`src/verilog/capture_map.svh`:
```
// Register map, field positions and timing counts of the capture stacks
//
// Contract
// RL1 - Each of four capture units owns a two-deep stack: top and bottom.
// RL2 - A qualifying input edge captures the selected timer's current count.
// RL3 - A stack read always returns the older count held in top register.
// RL4 - Reading top moves a held bottom value up into top.
// RL5 - Capture into empty stack writes top and sets state to 01.
// RL6 - Reading a one-entry stack returns state to 00.
// RL7 - Capture with one entry writes bottom and sets state to 10.
// RL8 - Reading a two-entry stack outputs top, shifts bottom, state 01.
// RL9 - Capture into full stack drops top, shifts, writes bottom, state 11.
// RL10 - State fields read-only at bits 15-8, unit 4 highest, reset zero.
// RL11 - Writing 1 to low bit x clears state bit x+8; low bits write-only.
// RL12 - Software reads state 11 as two entries plus one more, oldest lost.
// RL13 - Each capture sets its event flag; latency 3.5 to 4.5 clocks; here the flag follows the pin edge by 4 to 5 clocks.
// RL14 - Edge select: 00 none, 01 rising, 10 falling, 11 both.
// RL15 - Disabling a unit stops captures but keeps its stack contents.
// RL16 - Low reset or writing zero to clear-all bit clears everything; that write clears only the stacks and their state here.
// RL17 - Same-cycle read and capture: apply read first, then capture.
// RL18 - Reading an empty stack leaves state 00 and shifts nothing.
`ifndef CAPTURE_MAP_SVH
`define CAPTURE_MAP_SVH

// ==========================================================================
// Addresses
`define CONTROL_ADDR     16'h7420
`define STATE_ADDR       16'h7422
`define STACK1_ADDR      16'h7423
`define STACK2_ADDR      16'h7424
`define STACK3_ADDR      16'h7425
`define STACK4_ADDR      16'h7426

// ==========================================================================
// Control fields
`define CTL_CLEAR_ALL    15
`define CTL_PAIR12_LO    13
`define CTL_EN3          12
`define CTL_EN4          11
`define CTL_TSEL34       10
`define CTL_TSEL12       9
`define CTL_ADC4         8
`define CTL_RESET        16'h0000

// ==========================================================================
// State register
`define STATE_LO         8
`define STATE_RESET      16'h0000

// ==========================================================================
// Capture latency: input sync two clocks plus detect plus latch
`define LATENCY_CYCLES   4

`endif

```
`src/verilog/capture_pkg.sv`:
```
// Types shared by the capture stack design
package capture_pkg;
    typedef enum logic [1:0] {
        STACK_EMPTY = 2'b00,
        STACK_ONE   = 2'b01,
        STACK_TWO   = 2'b10,
        STACK_LOST  = 2'b11
    } stack_state_t;

    typedef enum logic [1:0] {
        EDGE_NONE    = 2'b00,
        EDGE_RISING  = 2'b01,
        EDGE_FALLING = 2'b10,
        EDGE_BOTH    = 2'b11
    } edge_select_t;
endpackage

```
`src/verilog/edge_detect.sv`:
```
// Input synchroniser and selectable edge detector for one capture pin
`timescale 1ns/100ps
module edge_detect
    import capture_pkg::*;
(
    input  wire logic       clock,
    input  wire logic       rst_n,
    input  wire logic       enable,
    input  wire logic       pin,
    input  wire logic       unit_on,
    input  wire logic [1:0] edge_select,
    output logic            hit
);
    logic       sync1;
    logic       sync2;
    logic       last;
    logic       next_hit;
    logic       rise;
    logic       fall;

    always_comb begin
        rise = sync2 & ~last;
        fall = ~sync2 & last;
        case (edge_select_t'(edge_select)) // RL14
            EDGE_NONE:    next_hit = 1'b0;
            EDGE_RISING:  next_hit = rise;
            EDGE_FALLING: next_hit = fall;
            EDGE_BOTH:    next_hit = rise | fall;
            default:      next_hit = 1'b0;
        endcase
        next_hit = next_hit & unit_on; // RL15
    end

    always_ff @(posedge clock or negedge rst_n) begin
        if (!rst_n) begin
            sync1 <= 1'b0;
            sync2 <= 1'b0;
            last  <= 1'b0;
            hit   <= 1'b0;
        end else if (enable) begin
            sync1 <= pin;
            sync2 <= sync1;
            last  <= sync2;
            hit   <= next_hit;
        end
    end
endmodule

```
`src/verilog/capture_stack.sv`:
```
// Two-deep capture stack with its two-bit state
`timescale 1ns/100ps
module capture_stack
    import capture_pkg::*;
#(
    parameter int WIDTH = 16
) (
    input  wire logic             clock,
    input  wire logic             rst_n,
    input  wire logic             enable,
    input  wire logic             clear,
    input  wire logic             capture,
    input  wire logic [WIDTH-1:0] count,
    input  wire logic             read,
    input  wire logic [1:0]       clear_bits,
    output logic [WIDTH-1:0]      top,
    output logic [1:0]            state
);
    logic [WIDTH-1:0] bottom;
    logic [WIDTH-1:0] next_top;
    logic [WIDTH-1:0] next_bottom;
    logic [1:0]       next_state;
    logic [1:0]       mid_state;

    always_comb begin
        next_top    = top;
        next_bottom = bottom;
        mid_state   = state;
        // Read first
        if (read) begin // RL17
            case (stack_state_t'(state))
                STACK_EMPTY: mid_state = STACK_EMPTY; // RL18
                STACK_ONE:   mid_state = STACK_EMPTY; // RL6
                default: begin
                    next_top  = bottom; // RL4
                    mid_state = STACK_ONE; // RL8
                end
            endcase
        end
        next_state = mid_state;
        // Then capture
        if (capture) begin
            case (stack_state_t'(mid_state))
                STACK_EMPTY: begin
                    next_top   = count; // RL5
                    next_state = STACK_ONE;
                end
                STACK_ONE: begin
                    next_bottom = count; // RL7
                    next_state  = STACK_TWO;
                end
                default: begin
                    next_top    = bottom; // RL9
                    next_bottom = count;
                    next_state  = STACK_LOST;
                end
            endcase
        end else begin
            // Software clears, capture wins when both land together
            next_state = next_state & ~clear_bits; // RL11
        end
        if (clear) begin // RL16
            next_top    = '0;
            next_bottom = '0;
            next_state  = STACK_EMPTY;
        end
    end

    always_ff @(posedge clock or negedge rst_n) begin
        if (!rst_n) begin
            top    <= '0;
            bottom <= '0;
            state  <= 2'b00;
        end else if (enable) begin // RL1
            top    <= next_top;
            bottom <= next_bottom;
            state  <= next_state;
        end
    end
endmodule

```
`src/verilog/capture_fifo_stacks.sv`:
```
// Four capture units, control and stack state registers
`timescale 1ns/100ps
`include "capture_map.svh"
module capture_fifo_stacks
    import capture_pkg::*;
#(
    parameter int WIDTH = 16
) (
    input  wire logic             clock,
    input  wire logic             nrst,
    input  wire logic             clock_enable,
    input  wire logic [3:0]       capture_pins,
    input  wire logic [WIDTH-1:0] timer2_count,
    input  wire logic [WIDTH-1:0] timer3_count,
    input  wire logic [15:0]      address,
    input  wire logic             read_strobe,
    input  wire logic             write_strobe,
    input  wire logic [15:0]      write_data,
    output logic [15:0]           read_data,
    output logic [3:0]            unit_event_flag,
    output logic                  adc_start
);
    // ======================================================================
    // Reset release
    logic        rst_meta;
    logic        rst_n;

    always_ff @(posedge clock or negedge nrst) begin
        if (!nrst) begin
            rst_meta <= 1'b0;
            rst_n    <= 1'b0;
        end else begin
            rst_meta <= 1'b1;
            rst_n    <= rst_meta;
        end
    end

    // ======================================================================
    // Capture control register
    logic [15:0] capture_control;
    logic [15:0] next_control;
    logic        clear_all;
    logic        ctl_hit;
    logic        state_hit;
    logic [3:0]  stack_hit;

    always_comb begin
        ctl_hit   = write_strobe && address == `CONTROL_ADDR;
        state_hit = write_strobe && address == `STATE_ADDR;
        stack_hit[0] = read_strobe && address == `STACK1_ADDR;
        stack_hit[1] = read_strobe && address == `STACK2_ADDR;
        stack_hit[2] = read_strobe && address == `STACK3_ADDR;
        stack_hit[3] = read_strobe && address == `STACK4_ADDR;
        clear_all    = ctl_hit && !write_data[`CTL_CLEAR_ALL]; // RL16
        next_control = capture_control;
        if (ctl_hit) begin
            next_control = write_data;
            next_control[`CTL_CLEAR_ALL] = 1'b0;
        end
    end

    always_ff @(posedge clock or negedge rst_n) begin
        if (!rst_n) begin
            capture_control <= `CTL_RESET;
        end else if (clock_enable) begin
            capture_control <= next_control;
        end
    end

    // ======================================================================
    // Units
    logic [3:0]       unit_on;
    logic [3:0]       hit;
    logic [3:0]       latch;
    logic [WIDTH-1:0] sel_count [4];
    logic [WIDTH-1:0] tops      [4];
    logic [1:0]       unit_state [4];
    logic [WIDTH-1:0] latched   [4];
    logic [WIDTH-1:0] next_latched [4];
    logic [15:0]      capture_stack_state;
    logic [1:0]       pair_mode;

    always_comb begin
        pair_mode  = capture_control[`CTL_PAIR12_LO +: 2];
        unit_on[0] = pair_mode == 2'b01;
        unit_on[1] = pair_mode == 2'b01;
        unit_on[2] = capture_control[`CTL_EN3];
        unit_on[3] = capture_control[`CTL_EN4];
        sel_count[0] = capture_control[`CTL_TSEL12] ? timer3_count
                                                    : timer2_count;
        sel_count[1] = sel_count[0];
        sel_count[2] = capture_control[`CTL_TSEL34] ? timer3_count
                                                    : timer2_count;
        sel_count[3] = sel_count[2];
        for (int i = 0; i < 4; i++) begin
            next_latched[i] = hit[i] ? sel_count[i] : latched[i]; // RL2
        end
    end

    // Count latched in the cycle after the edge is seen, stored one later
    always_ff @(posedge clock or negedge rst_n) begin
        if (!rst_n) begin
            latch <= 4'h0;
            for (int i = 0; i < 4; i++) begin
                latched[i] <= '0;
            end
        end else if (clock_enable) begin
            latch <= hit; // RL13
            for (int i = 0; i < 4; i++) begin
                latched[i] <= next_latched[i];
            end
        end
    end

    for (genvar g = 0; g < 4; g++) begin : g_unit
        edge_detect u_edge (
            .clock       (clock),
            .rst_n       (rst_n),
            .enable      (clock_enable),
            .pin         (capture_pins[g]),
            .unit_on     (unit_on[g]),
            .edge_select (capture_control[6-2*g +: 2]),
            .hit         (hit[g])
        );
        capture_stack #(.WIDTH(WIDTH)) u_stack (
            .clock      (clock),
            .rst_n      (rst_n),
            .enable     (clock_enable),
            .clear      (clear_all),
            .capture    (latch[g]),
            .count      (latched[g]),
            .read       (stack_hit[g]),
            .clear_bits (state_hit ? write_data[2*g +: 2] : 2'b00),
            .top        (tops[g]), // RL3
            .state      (unit_state[g]) // RL10
        );
    end

    // State fields packed high, write-only clear bits read as zero
    always_comb begin
        capture_stack_state = `STATE_RESET;
        for (int i = 0; i < 4; i++) begin
            capture_stack_state[`STATE_LO+2*i +: 2] = unit_state[i]; // RL10
        end
    end

    // ======================================================================
    // Read data and event outputs
    logic [15:0] next_read_data;
    logic [3:0]  next_flag;
    logic        next_adc;

    always_comb begin
        next_read_data = read_data;
        if (read_strobe) begin
            case (address)
                `CONTROL_ADDR: next_read_data = capture_control;
                `STATE_ADDR:   next_read_data = capture_stack_state;
                `STACK1_ADDR:  next_read_data = 16'(tops[0]);
                `STACK2_ADDR:  next_read_data = 16'(tops[1]);
                `STACK3_ADDR:  next_read_data = 16'(tops[2]);
                `STACK4_ADDR:  next_read_data = 16'(tops[3]);
                default:       next_read_data = 16'h0000;
            endcase
        end
        next_flag = latch; // RL13
        next_adc  = latch[3] & capture_control[`CTL_ADC4];
    end

    always_ff @(posedge clock or negedge rst_n) begin
        if (!rst_n) begin
            read_data       <= 16'h0000;
            unit_event_flag <= 4'h0;
            adc_start       <= 1'b0;
        end else if (clock_enable) begin
            read_data       <= next_read_data;
            unit_event_flag <= next_flag;
            adc_start       <= next_adc;
        end
    end
endmodule

```
`config.mk`:
```
export PLATFORM = sky130hd
export DESIGN_NAME = capture_fifo_stacks
export DESIGN_NICKNAME = d
export VERILOG_FILES = /design/src/verilog/capture_pkg.sv /design/src/verilog/edge_detect.sv /design/src/verilog/capture_stack.sv /design/src/verilog/capture_fifo_stacks.sv
export VERILOG_INCLUDE_DIRS = /design/src /design/src/verilog
export SDC_FILE = /design/constraint.sdc
export NUM_CORES = 1
export LEC_CHECK = 0
export BUFFER_PORTS_ARGS = -buffer_cell sky130_fd_sc_hd__buf_4
export CAP_MARGIN = 20
export CORE_ASPECT_RATIO = 1.25
export CORE_MARGIN = 2
export CORE_UTILIZATION = 65
export CTS_CLUSTER_SIZE = 12
export DETAILED_ROUTE_END_ITERATION = 7
export PLACE_DENSITY = 0.85
export SLEW_MARGIN = 20
export SYNTH_ARGS = -nofsm -noshare
export SYNTH_HDL_FRONTEND = slang
export SYNTH_HIERARCHICAL = 1
export SYNTH_SLANG_ARGS = --single-unit
```
`constraint.sdc`:
```
create_clock -name clock -period 23.5 [get_ports clock]
set_input_delay 4.7 -clock clock [delete_from_list [all_inputs] [get_ports clock]]
set_output_delay 4.7 -clock clock [all_outputs]
set_load 0.02 [all_outputs]
```
==> flow_summary.json, run 1 <==
{
  "run_status": "finished clean",
  "dr_total_vias": 9679,
  "ctsHoldBuffers": 0,
  "worstRegToRegCells": 3,
  "grt_antenna_before_repair": 0,
  "layout.cells.non_filler": 1367,
  "clock_transition_at_path_regs_ns": 0.06,
  "i_o_pin_count": 94,
  "cts_tree": "yes",
  "num_antenna_cells": 0,
  "power.net_switching_uw": 213,
  "die_height_um": 157,
  "yosys_most_used_dff": "sky130_fd_sc_hd__dfrtp_1",
  "start_util_pct": 66.8,
  "worst_pin_slew_ns": 1.11,
  "clock_sinks": 258,
  "cp-start-kind": "input port",
  "required_ns": 23.94,
  "ys_ff_latch": 258,
  "synth_top_family_by_area": "compound AO/OA/AOI/OAI gates",
  "switching_share_pct": 23.4,
  "insertion_delay_ns": 0.53,
  "synth-edff-count": 0,
  "cp.arrival_ns": 8.32,
  "layout-drive-gt1-share_pct": 16.3,
  "htreeDepth": 1,
  "grt_start_max_net_pins": 78,
  "grt_setup_unrepaired": "no",
  "r2r_end": "g_unit[1].u_stack/top[12]$_DFFE_PN0P_",
  "post_synth.cell_area_avg_um2": 11.1,
  "ys_seq_area_share_pct": 53.2,
  "r2r_start": "latch[1]$_DFFE_PN0P_",
  "globalRoute.totalOverflow": 0,
  "vdd.ir_drop.worst_v": 0.0000584,
  "critical_path.top_delay_family": "simple AND/OR/NAND/NOR gates",
  "timing.critical_path.buf_inv": 1,
  "powerDensity_mw_per_mm2": 67.4,
  "synth_fp_nets": 1171,
  "total_leakage_power_nw": 6.34,
  "fp.coreArea_mm2": 0.0182,
  "cp_cell_sequence": "buf_4 -> or4b_1 -> nor4_1 -> and3_1 -> nand2b_1 -> a21oi_1 -> nor2_1 -> a2bb2oi_1",
  "endpoint_kind": "flop",
  "synthMuxAreaShare_pct": 7.17,
  "number_of_global_route_vias_before_repair": 9286,
  "grt_pass1_wl_mm": 52.8,
  "synth_area_leaders": "sky130_fd_sc_hd__dfrtp_1, sky130_fd_sc_hd__a22o_1, sky130_fd_sc_hd__mux2i_1",
  "route.detailed.vias_per_inst": 7.08,
  "detail-route-antenna-nets": 0,
  "post-synth-top-area-fraction_pct": 53.2,
  "max_stage_delay_ns": 0.92,
  "cell_internal_pwr_uw": 696,
  "report.final.slew_viol_count": 0,
  "post_cts_buffers": 0,
  "num-fill-cells": 1250,
  "row_count": 55,
  "cts_made_buffers": 26,
  "multiInputGateArea_mm2": 0.00515,
  "setup_viol": 0,
  "detail_route.iter0.violations": 1208,
  "share_comb_of_total_power_pct": 6.8,
  "grt_use_total_pct": 34.6,
  "p_total_uw": 908,
  "final_net_count": 1208,
  "timing.final.hold_violations": 0,
  "final-seq-area_mm2": 0.00646,
  "drt_pass1_iterations": 6,
  "clockPowerShare_pct": 42.4,
  "maxSlewHeadroom_pct": 26.2,
  "die_x_um": 126,
  "hold_path_class": "reg -> async",
  "wirelength_mm": 34.0,
  "reg2reg_setup_slack_ns": 21.42,
  "routabilityCongestion": 0.960,
  "crit_path_max_fanout": 12,
  "synthArstFlopShare_pct": 100,
  "synth-simple-area-share_pct": 9.83,
  "yosys_warnings": 6,
  "setup-tns-final_ns": 0,
  "placed_cells_incl_taps": 1327,
  "drc": 0,
  "post_synth_inst_count": 1090,
  "power_frac_seq_pct": 50.8,
  "clk_path_buf_depth": 3,
  "fmax_mhz": 127,
  "synth_cell_area_mm2": 0.0121,
  "cts_root_buf": "sky130_fd_sc_hd__clkbuf_16",
  "synth_fa_ha_area_share_pct": 0.825,
  "average_wire_per_cell_in_the_routed_design_um": 24.9,
  "area_of_the_die_mm2": 0.0198,
  "syn_to_final_growth_pct": 11.1,
  "hpwl_after_dpl_mm": 23.1,
  "synth_largest_area_cell": "sky130_fd_sc_hd__dfrtp_1",
  "post_cts_gate_resize_count": 0,
  "criticalPathCategory": "in -> reg",
  "synth_compound_gate_area_share_pct": 24.6,
  "synth_cell_types": 56,
  "drv.max_cap_violation_count": 0,
  "finalCriticalPeriod_ns": 7.88,
  "layout_worst_path_cycle_share_pct": 33.6,
  "slowest_stage": "sky130_fd_sc_hd__nor4_1",
  "synth_xor_area_share_pct": 0,
  "portBuffers": 93,
  "setup_clock_skew_after_layout_ns": 0.0113
}
==> through the flow <==
step | setup slack [ns] | hold WS [ns] | util, % | cell area (um^2)
floorplan | 15.77 | 0.331 | - | 12100
CTS | 15.85 | 0.331 | 74.2 | 13500
finish | 15.62 | 0.305 | 74.2 | 13500
detailed placement | 15.35 | 0.321 | 70.0 | 12700
global route | 15.55 | 0.357 | 74.2 | 13500
global placement | 15.40 | 0.320 | 70.0 | 12700
==> cell type report <==
type / instances / area share [%]
Clock buffer: 39 / 5.64
Tap cell: 228 / 2.12
Inverter: 18 / 0.501
Multi-Input combinational cell: 723 / 38.2
Timing Repair Buffer: 100 / 5.57
Clock inverter: 1 / 0.0371
Sequential cell: 258 / 47.9
==> power groups by stage <==
| stage | Clock [mW] | Sequential [mW] | Combinational [mW] |
|---|---|---|---|
| floorplan | 0 | 0.473 | 0.0279 |
| global placement | 0 | 0.469 | 0.0588 |
| detailed placement | 0 | 0.469 | 0.0604 |
| CTS | 0.387 | 0.461 | 0.0612 |
| global route | 0.404 | 0.462 | 0.0677 |
| finish | 0.385 | 0.462 | 0.0615 |
==> worst max path at each step <==
stage | from | to | slack [ns] | depth (start not counted)
2_1_floorplan | address[9] | g_unit[0].u_stack/bottom[0]$_DFFE_PN0P_ | 15.77 | 10
3_3_place_gp | address[9] | g_unit[3].u_stack/top[2]$_DFFE_PN0P_ | 15.40 | 8
3_5_place_dp | address[9] | g_unit[3].u_stack/top[2]$_DFFE_PN0P_ | 15.35 | 8
4_1_cts | address[9] | g_unit[3].u_stack/top[15]$_DFFE_PN0P_ | 15.85 | 8
5_1_grt | address[9] | g_unit[3].u_stack/top[15]$_DFFE_PN0P_ | 15.55 | 8
6_report | address[9] | g_unit[3].u_stack/top[15]$_DFFE_PN0P_ | 15.62 | 8
==> registers in the layout (all words and copies together), names as in the netlist <==
name                   count
capture_control           15
g_unit.u_edge/last         4
g_unit.u_edge/sync1        4
latch                      4
rst_meta                   1
read_data                 16
g_unit.u_edge/hit          4
g_unit.u_stack/state       8
g_unit.u_edge/sync2        4
rst_n                      1
g_unit.u_stack/bottom     64
unit_event_flag            4
adc_start                  1
latched                   64
g_unit.u_stack/top        64
==> cell usage after synthesis, types with 11 or more instances <==
cell type / instances
sky130_fd_sc_hd__mux2i_1: 46
sky130_fd_sc_hd__nor2_1: 86
sky130_fd_sc_hd__and2_1: 17
sky130_fd_sc_hd__o21ai_0: 39
sky130_fd_sc_hd__a2bb2oi_1: 48
sky130_fd_sc_hd__and3_1: 16
sky130_fd_sc_hd__inv_1: 18
sky130_fd_sc_hd__a22o_1: 67
sky130_fd_sc_hd__o221ai_1: 48
sky130_fd_sc_hd__buf_2: 31
sky130_fd_sc_hd__nor2b_1: 11
sky130_fd_sc_hd__a211o_1: 12
sky130_fd_sc_hd__a21oi_1: 83
sky130_fd_sc_hd__a222oi_1: 11
sky130_fd_sc_hd__dfrtp_1: 258
sky130_fd_sc_hd__mux2_2: 17
sky130_fd_sc_hd__a32o_1: 16
sky130_fd_sc_hd__clkbuf_1: 45
sky130_fd_sc_hd__nand2_1: 69
sky130_fd_sc_hd__o211ai_1: 20
==> worst register-to-register path: stages, from the launching register on <==
cell,delay [ns]
sky130_fd_sc_hd__dfrtp_1,0.60
sky130_fd_sc_hd__o21ai_1,0.77
sky130_fd_sc_hd__o221ai_1,0.40
sky130_fd_sc_hd__a2bb2oi_1,0.24
==> cells in the final DEF, fill, tap and decap left out, drive strengths merged, types with 8 or more instances in the layout <==
cell type / count
a22o: 67
mux2: 27
mux2i: 46
buf: 100
a32o: 16
o31ai: 8
o221ai: 48
a21oi: 83
o21ai: 47
a211o: 12
a222oi: 11
nor2: 86
and2: 21
a31oi: 8
and3: 16
nand2: 69
o211ai: 20
clkbuf: 39
dfrtp: 258
ha: 8
inv: 18
a21o: 8
a2bb2oi: 48
nor2b: 15
==> per-layer routing <==
layer	track usage (%)	share of wire, %	vias to the layer above
li1	-	-	4174
met1	48.5	40	4813
met2	51.3	45	569
met3	5.85	8.6	123
met4	20.8	7.0	0
met5	0	0	-
==> logic make-up (layout without fill, tap and decap cells) <==
family,Yosys count,in the layout
compound gates,399,399
flops,258,258
simple gates,239,239
buf+inv,109,158
mux,76,76
fa+ha+maj,8,8
other cells,1,1
(Power assumes the default switching activity.)
==> run 2: changes to the inputs <==
--- a/config.mk
+++ b/config.mk
@@ -10,10 +10,10 @@
 export CAP_MARGIN = 20
 export CORE_ASPECT_RATIO = 1.25
 export CORE_MARGIN = 2
-export CORE_UTILIZATION = 65
+export CORE_UTILIZATION = 54
 export CTS_CLUSTER_SIZE = 12
 export DETAILED_ROUTE_END_ITERATION = 7
-export PLACE_DENSITY = 0.85
+export PLACE_DENSITY = 0.76
 export SLEW_MARGIN = 20
 export SYNTH_ARGS = -nofsm -noshare
 export SYNTH_HDL_FRONTEND = slang
==> constraint.sdc (replaced) <==
create_clock -name clock -period 7.2 [get_ports clock]
set_input_delay 1.44 -clock clock [delete_from_list [all_inputs] [get_ports clock]]
set_output_delay 1.44 -clock clock [all_outputs]
set_load 0.02 [all_outputs]
==> run 2 against run 1 <==
Sequential cell count stayed put. First-iteration DRC count is 31% lower. Final cell count is 4.0% higher. Critical path depth stayed put. Via count is 3.3% lower. Clock skew is 0.012 ns higher. Die area is 20% higher.
==> flow_summary.json, run 2 (synthesis gave the netlist of run 1 again) <==
{
  "routabilityCongestion": 0.948,
  "globalRoute.totalOverflow": 0,
  "endpoint_kind": "flop",
  "setup-tns-final_ns": 0,
  "grt-busiest-layer": "met2",
  "hpwl_after_dpl_mm": 23.8,
  "timing.critical_path.buf_inv": 1,
  "reg2reg_setup_slack_ns": 5.13,
  "drt_pass1_iterations": 8,
  "setup_clock_skew_after_layout_ns": 0.0231,
  "grt_use_total_pct": 28.3,
  "largest_registers": "g_unit.u_stack/bottom: 64 flops, g_unit.u_stack/top: 64 flops, latched: 64 flops",
  "area_of_the_die_mm2": 0.0237,
  "endpoint": "g_unit[3].u_stack/top[6]$_DFFE_PN0P_",
  "critical_path.top_delay_family": "simple AND/OR/NAND/NOR gates",
  "cp-start-kind": "input port",
  "grtUsageMet1_pct": 38.5,
  "report.final.slew_viol_count": 0,
  "mostFrequentLayoutCells": "sky130_fd_sc_hd__dfrtp_1, sky130_fd_sc_hd__buf_4, sky130_fd_sc_hd__nor2_1, sky130_fd_sc_hd__a21oi_1, sky130_fd_sc_hd__nand2_1",
  "cts_made_buffers": 27,
  "layout_worst_path_cycle_share_pct": 60.2,
  "average_wire_per_cell_in_the_routed_design_um": 23.7,
  "final_net_count": 1206,
  "ctsHoldBuffers": 0,
  "use_met3_pct": 5.93,
  "clk_path_buf_depth": 3,
  "maxSlewHeadroom_pct": 28.7,
  "wirelength_mm": 33.7,
  "cp.arrival_ns": 4.80,
  "timing.final.hold_violations": 0,
  "detailed_place.area_mm2": 0.0128,
  "clock_transition_at_path_regs_ns": 0.06,
  "detail-route-antenna-nets": 0,
  "post_cts_gate_resize_count": 0,
  "powerDensity_mw_per_mm2": 225,
  "clock_sinks": 258,
  "r2r_start": "latch[1]$_DFFE_PN0P_",
  "cts_root_buf": "sky130_fd_sc_hd__clkbuf_16",
  "crit_path_max_fanout": 12,
  "vdd.ir_drop.worst_v": 0.000276,
  "post-route-cell-area_mm2": 0.0137,
  "drv.max_cap_violation_count": 0,
  "hold_slack_ns": 0.347,
  "path_length_in_cells_of_the_critical_path": 8,
  "max_stage_delay_ns": 0.71,
  "htreeDepth": 1,
  "die_height_um": 172,
  "finalCriticalPeriod_ns": 4.33,
  "grt_setup_unrepaired": "no",
  "mostFrequentLayoutCell": "sky130_fd_sc_hd__dfrtp_1",
  "grt_antenna_before_repair": 0,
  "route.detailed.vias_per_inst": 6.58,
  "portBuffers": 93,
  "grt_start_max_net_pins": 197,
  "grt_pass1_wl_mm": 52.5,
  "total_leakage_power_nw": 6.39,
  "syn_to_final_growth_pct": 12.6,
  "fp.coreArea_mm2": 0.0221,
  "layout-drive-gt1-share_pct": 16.5,
  "i_o_pin_count": 94,
  "setup_viol": 0,
  "p_total_mw": 3.08,
  "required_ns": 7.67,
  "die_x_um": 138,
  "fmax_mhz": 231,
  "worst_pin_slew_ns": 1.07,
  "start_util_pct": 54.8,
  "dr_total_vias": 9357,
  "row_count": 61,
  "cts_tree": "yes",
  "grt.met2_usage_pct": 45.0,
  "cp_cell_sequence": "buf_4 -> or4b_1 -> nor4_1 -> and3_1 -> nand2b_1 -> a21oi_1 -> nor2_1 -> a2bb2oi_1",
  "detail_route.iter0.violations": 835,
  "criticalPathCategory": "in -> reg",
  "whs_path_depth": 0,
  "worst_setup_path_startpoint": "address[9]",
  "hold_path_class": "reg -> reg",
  "insertion_delay_ns": 0.55,
  "drc": 0,
  "worstRegToRegCells": 3,
  "final_core_utilization_pct": 61.7,
  "r2r_end": "g_unit[1].u_stack/top[11]$_DFFE_PN0P_",
  "slowest_stage": "sky130_fd_sc_hd__or4b_1",
  "run_status": "finished clean",
  "num_antenna_cells": 0,
  "post_cts_buffers": 0,
  "number_of_global_route_vias_before_repair": 9019,
  "num-fill-cells": 1792
}
run 2: how the worst min path moves through the flow:
stage	start	to	slack, ns
floorplan	rst_meta$_DFF_PN0_	rst_n$_DFF_PN0_	0.33
global placement	rst_meta$_DFF_PN0_	rst_n$_DFF_PN0_	0.34
detailed placement	rst_meta$_DFF_PN0_	rst_n$_DFF_PN0_	0.34
CTS	rst_meta$_DFF_PN0_	rst_n$_DFF_PN0_	0.35
global route	rst_meta$_DFF_PN0_	rst_n$_DFF_PN0_	0.37
finish	rst_meta$_DFF_PN0_	rst_n$_DFF_PN0_	0.35
run 2: final cells by class:
cell class / instances / area [um^2] / share of cell area [%]
Tap cell: 283 / 354 / 2.59
Inverter: 18 / 67.6 / 0.495
Timing Repair Buffer: 97 / 761 / 5.57
Clock buffer: 38 / 777 / 5.69
Clock inverter: 5 / 78.8 / 0.577
Sequential cell: 258 / 6460 / 47.3
Multi-Input combinational cell: 723 / 5160 / 37.8
run 2: where the power goes:
group          internal, mW  switching (mW)  leakage [nW]
registers              1.48          0.0319          3.56
clock network         0.813           0.559         0.422
logic                0.0778           0.120          2.41
run 2: metal layers:
metal  part of all wire (%)  vias up
met5                      0        -
met4                    4.1        0
met3                    7.7       76
met2                     47      424
met1                     41     4675
li1                       -     4182
run 2: through the flow:
stage | std cells | worst slack, ns
after floorplan | 1090 | 2.73
after global placement | 1378 | 2.42
after detailed placement | 1378 | 2.29
after CTS | 1421 | 2.86
after global routing | 1422 | 2.73
final | 1422 | 2.87
==> run 3: changes to the inputs <==
--- a/config.mk
+++ b/config.mk
@@ -6,14 +6,15 @@
 export SDC_FILE = /design/constraint.sdc
 export NUM_CORES = 1
 export LEC_CHECK = 0
+export ABC_AREA = 1
 export BUFFER_PORTS_ARGS = -buffer_cell sky130_fd_sc_hd__buf_4
 export CAP_MARGIN = 20
 export CORE_ASPECT_RATIO = 1.25
 export CORE_MARGIN = 2
-export CORE_UTILIZATION = 54
+export CORE_UTILIZATION = 56
 export CTS_CLUSTER_SIZE = 12
 export DETAILED_ROUTE_END_ITERATION = 7
-export PLACE_DENSITY = 0.76
+export PLACE_DENSITY = 0.77
 export SLEW_MARGIN = 20
 export SYNTH_ARGS = -nofsm -noshare
 export SYNTH_HDL_FRONTEND = slang
==> constraint.sdc (replaced) <==
create_clock -name clock -period 3.6 [get_ports clock]
set_input_delay 0.72 -clock clock [delete_from_list [all_inputs] [get_ports clock]]
set_output_delay 0.72 -clock clock [all_outputs]
set_load 0.02 [all_outputs]
==> run 3 against run 2 <==
Setup slack got worse by 1.9 ns. Routed wire length increased by 24%. Critical path depth increased by 5. Sequential share of layout area decreased by 8.3 points. Combinational power increased to 5.2 times the previous value. Largest power group unchanged.
==> flow_summary.json, run 3 <==
{
  "run_status": "finished clean",
  "fmax_mhz": 387,
  "switching_share_pct": 28.4,
  "insertion_delay_ns": 0.54,
  "num-fill-cells": 2404,
  "htreeDepth": 1,
  "die_height_um": 186,
  "cts_root_buf": "sky130_fd_sc_hd__clkbuf_16",
  "share_comb_of_total_power_pct": 14.4,
  "total_leakage_power_nw": 8.97,
  "drc": 0,
  "setup-tns-final_ns": 0,
  "required_ns": 4.03,
  "hold_path_class": "reg -> reg",
  "post_cts_buffers": 0,
  "grt_setup_unrepaired": "no",
  "yosys_warnings": 6,
  "r2r_end": "g_unit[1].u_stack/top[13]$_DFFE_PN0P_",
  "final-seq-area_mm2": 0.00646,
  "timing.final.hold_violations": 0,
  "layout_worst_path_cycle_share_pct": 71.8,
  "start_util_pct": 56.8,
  "worstRegToRegCells": 8,
  "clock_sinks": 258,
  "final_net_count": 2289,
  "largest_registers": "g_unit.u_stack/bottom: 64 flops, g_unit.u_stack/top: 64 flops, latched: 64 flops",
  "yosys_most_used_dff": "sky130_fd_sc_hd__dfrtp_1",
  "i_o_pin_count": 94,
  "synth_largest_area_cell": "sky130_fd_sc_hd__dfrtp_1",
  "synthMostInstantiatedCell": "sky130_fd_sc_hd__nand2_1",
  "ys_seq_area_share_pct": 43.7,
  "maxSlewHeadroom_pct": 34.3,
  "post-synth-top-area-fraction_pct": 43.7,
  "ys_ff_latch": 258,
  "worst_setup_path_startpoint": "address[15]",
  "mostFrequentLayoutCells": "sky130_fd_sc_hd__nand2_1, sky130_fd_sc_hd__inv_1, sky130_fd_sc_hd__dfrtp_1, sky130_fd_sc_hd__nand3_1, sky130_fd_sc_hd__o21ai_0",
  "fp.coreArea_mm2": 0.0260,
  "power.net_switching_mw": 2.03,
  "worst_pin_slew_ns": 0.985,
  "setup_viol": 0,
  "synth_cell_area_mm2": 0.0148,
  "layout-drive-gt1-share_pct": 11.1,
  "report.final.slew_viol_count": 0,
  "cts_made_buffers": 28,
  "routabilityCongestion": 0.965,
  "die_x_um": 149,
  "power_frac_seq_pct": 45.7,
  "p_total_mw": 7.16,
  "post_cts_gate_resize_count": 0,
  "setup_clock_skew_after_layout_ns": 0.0103,
  "syn_to_final_growth_pct": 12.0,
  "cts_tree": "yes",
  "number_of_global_route_vias_before_repair": 12700,
  "area_of_the_die_mm2": 0.0277,
  "synth_area_leaders": "sky130_fd_sc_hd__dfrtp_1, sky130_fd_sc_hd__nand2_1, sky130_fd_sc_hd__nand3_1",
  "cp.arrival_ns": 3.02,
  "num_antenna_cells": 0,
  "grt_use_total_pct": 30.7,
  "clk_path_buf_depth": 3,
  "portBuffers": 93,
  "dr_total_vias": 13700,
  "reg2reg_setup_slack_ns": 1.48,
  "synth_cell_types": 32,
  "row_count": 66,
  "drv.max_cap_violation_count": 0,
  "synth_fp_nets": 2225,
  "average_wire_per_cell_in_the_routed_design_um": 16.2,
  "grt_start_max_net_pins": 72,
  "cell_internal_pwr_mw": 5.13,
  "endpoint": "g_unit[3].u_stack/top[12]$_DFFE_PN0P_",
  "synthArstFlopShare_pct": 100,
  "clockPowerShare_pct": 39.9,
  "detail-route-antenna-nets": 0,
  "grt_pass1_wl_mm": 67.1,
  "cp-start-kind": "input port",
  "r2r_start": "g_unit[1].u_stack/state[1]$_DFFE_PN0P_",
  "criticalPathCategory": "in -> reg",
  "synthTopCellsByCount": "sky130_fd_sc_hd__nand2_1, sky130_fd_sc_hd__inv_1, sky130_fd_sc_hd__dfrtp_1, sky130_fd_sc_hd__nand3_1, sky130_fd_sc_hd__o21ai_0",
  "crit_path_max_fanout": 21,
  "detail_route.iter0.violations": 1409,
  "post_synth.cell_area_avg_um2": 6.89,
  "clock_transition_at_path_regs_ns": 0.06,
  "wirelength_mm": 41.7,
  "grt_antenna_before_repair": 0,
  "mostFrequentLayoutCell": "sky130_fd_sc_hd__nand2_1",
  "multiInputGateArea_mm2": 0.00663,
  "route.detailed.vias_per_inst": 5.34,
  "finalCriticalPeriod_ns": 2.59,
  "post_synth_inst_count": 2144,
  "powerDensity_mw_per_mm2": 433,
  "drt_pass1_iterations": 6,
  "globalRoute.totalOverflow": 0,
  "hpwl_after_dpl_mm": 30.2,
  "vdd.ir_drop.worst_v": 0.000328,
  "endpoint_kind": "flop",
  "ctsHoldBuffers": 1,
  "synth-edff-count": 0,
  "final_core_utilization_pct": 63.6
}
==> run 3: cell count changes in the layout (fill, tap and decap cells not counted), sizes merged, moves of 67 or more <==
cell   delta
a22o     -67
inv     +285
nand2   +861
nand3   +252
a21oi    -67
o21ai   +146
==> run 3: per-stage QoR <==
step           cell area [um^2]  hold slack, ns  setup slack (ns)  cells
3_3_place_gp              15600           0.338             0.580   2517
4_1_cts                   16500           0.364              1.07   2565
5_1_grt                   16500           0.370             0.811   2565
2_1_floorplan             14800           0.331             0.961   2144
3_5_place_dp              15600           0.351             0.492   2517
6_report                  16500           0.360              1.01   2565
==> run 3: worst min-delay path by stage <==
stage	startpoint	end	slack, ns	cells past startpoint
6_report	rst_meta$_DFF_PN0_	rst_n$_DFF_PN0_	0.36	0
5_1_grt	rst_meta$_DFF_PN0_	rst_n$_DFF_PN0_	0.37	0
4_1_cts	rst_meta$_DFF_PN0_	rst_n$_DFF_PN0_	0.36	0
3_5_place_dp	rst_meta$_DFF_PN0_	rst_n$_DFF_PN0_	0.35	0
3_3_place_gp	rst_meta$_DFF_PN0_	rst_n$_DFF_PN0_	0.34	0
2_1_floorplan	rst_meta$_DFF_PN0_	rst_n$_DFF_PN0_	0.33	0
==> run 3: power groups by stage <==
stage                     logic [mW]  clock network (mW)  registers [mW]
after floorplan                0.733                   0            3.26
final                           1.03                2.86            3.27
after CTS                       1.03                2.90            3.27
after global placement         0.992                   0            3.31
after global routing            1.19                3.01            3.29
after detailed placement        1.02                   0            3.32
==> run 3: worst max-delay path, cell delays in order <==
cell and delay (ns):
sky130_fd_sc_hd__buf_4 0.11, sky130_fd_sc_hd__nor2_1 0.10, sky130_fd_sc_hd__nand2_1 0.09, sky130_fd_sc_hd__nor2_4 0.44, sky130_fd_sc_hd__nand2_1 0.20, sky130_fd_sc_hd__nor2_1 0.15
sky130_fd_sc_hd__buf_4 0.17, sky130_fd_sc_hd__nand2_1 0.33, sky130_fd_sc_hd__buf_4 0.32, sky130_fd_sc_hd__o21ai_0 0.18, sky130_fd_sc_hd__nand2_1 0.07, sky130_fd_sc_hd__nand3_1 0.08
sky130_fd_sc_hd__nand2_1 0.05
==> run 3: layer usage <==
layer	share of wire, %	vias up	wire [um]	global-route usage (%)
li1	-	6724	-	-
met1	44	6287	18200	44.2
met2	44	600	18300	47.5
met3	8.1	97	3360	3.65
met4	4.3	0	1790	12.2
met5	0	-	0	0
==> run 3: layout make-up <==
type	count	share of cell area, %
Inverter	304	6.96
Sequential cell	258	39.0
Clock buffer	41	5.14
Tap cell	340	2.57
Multi-Input combinational cell	1491	40.0
Clock inverter	6	0.355
Timing Repair Buffer	125	5.91
==> run 3: cells by family after synthesis <==
kind of cell	count (synthesis)	synth area share (%)
AND/OR/NAND/NOR	1266	36.3
other	1	0.0254
AO/OA/AOI/OAI	216	7.78
buffers and inverters	395	11.5
adder cells (fa/ha/maj)	8	0.677
flip-flops	258	43.7
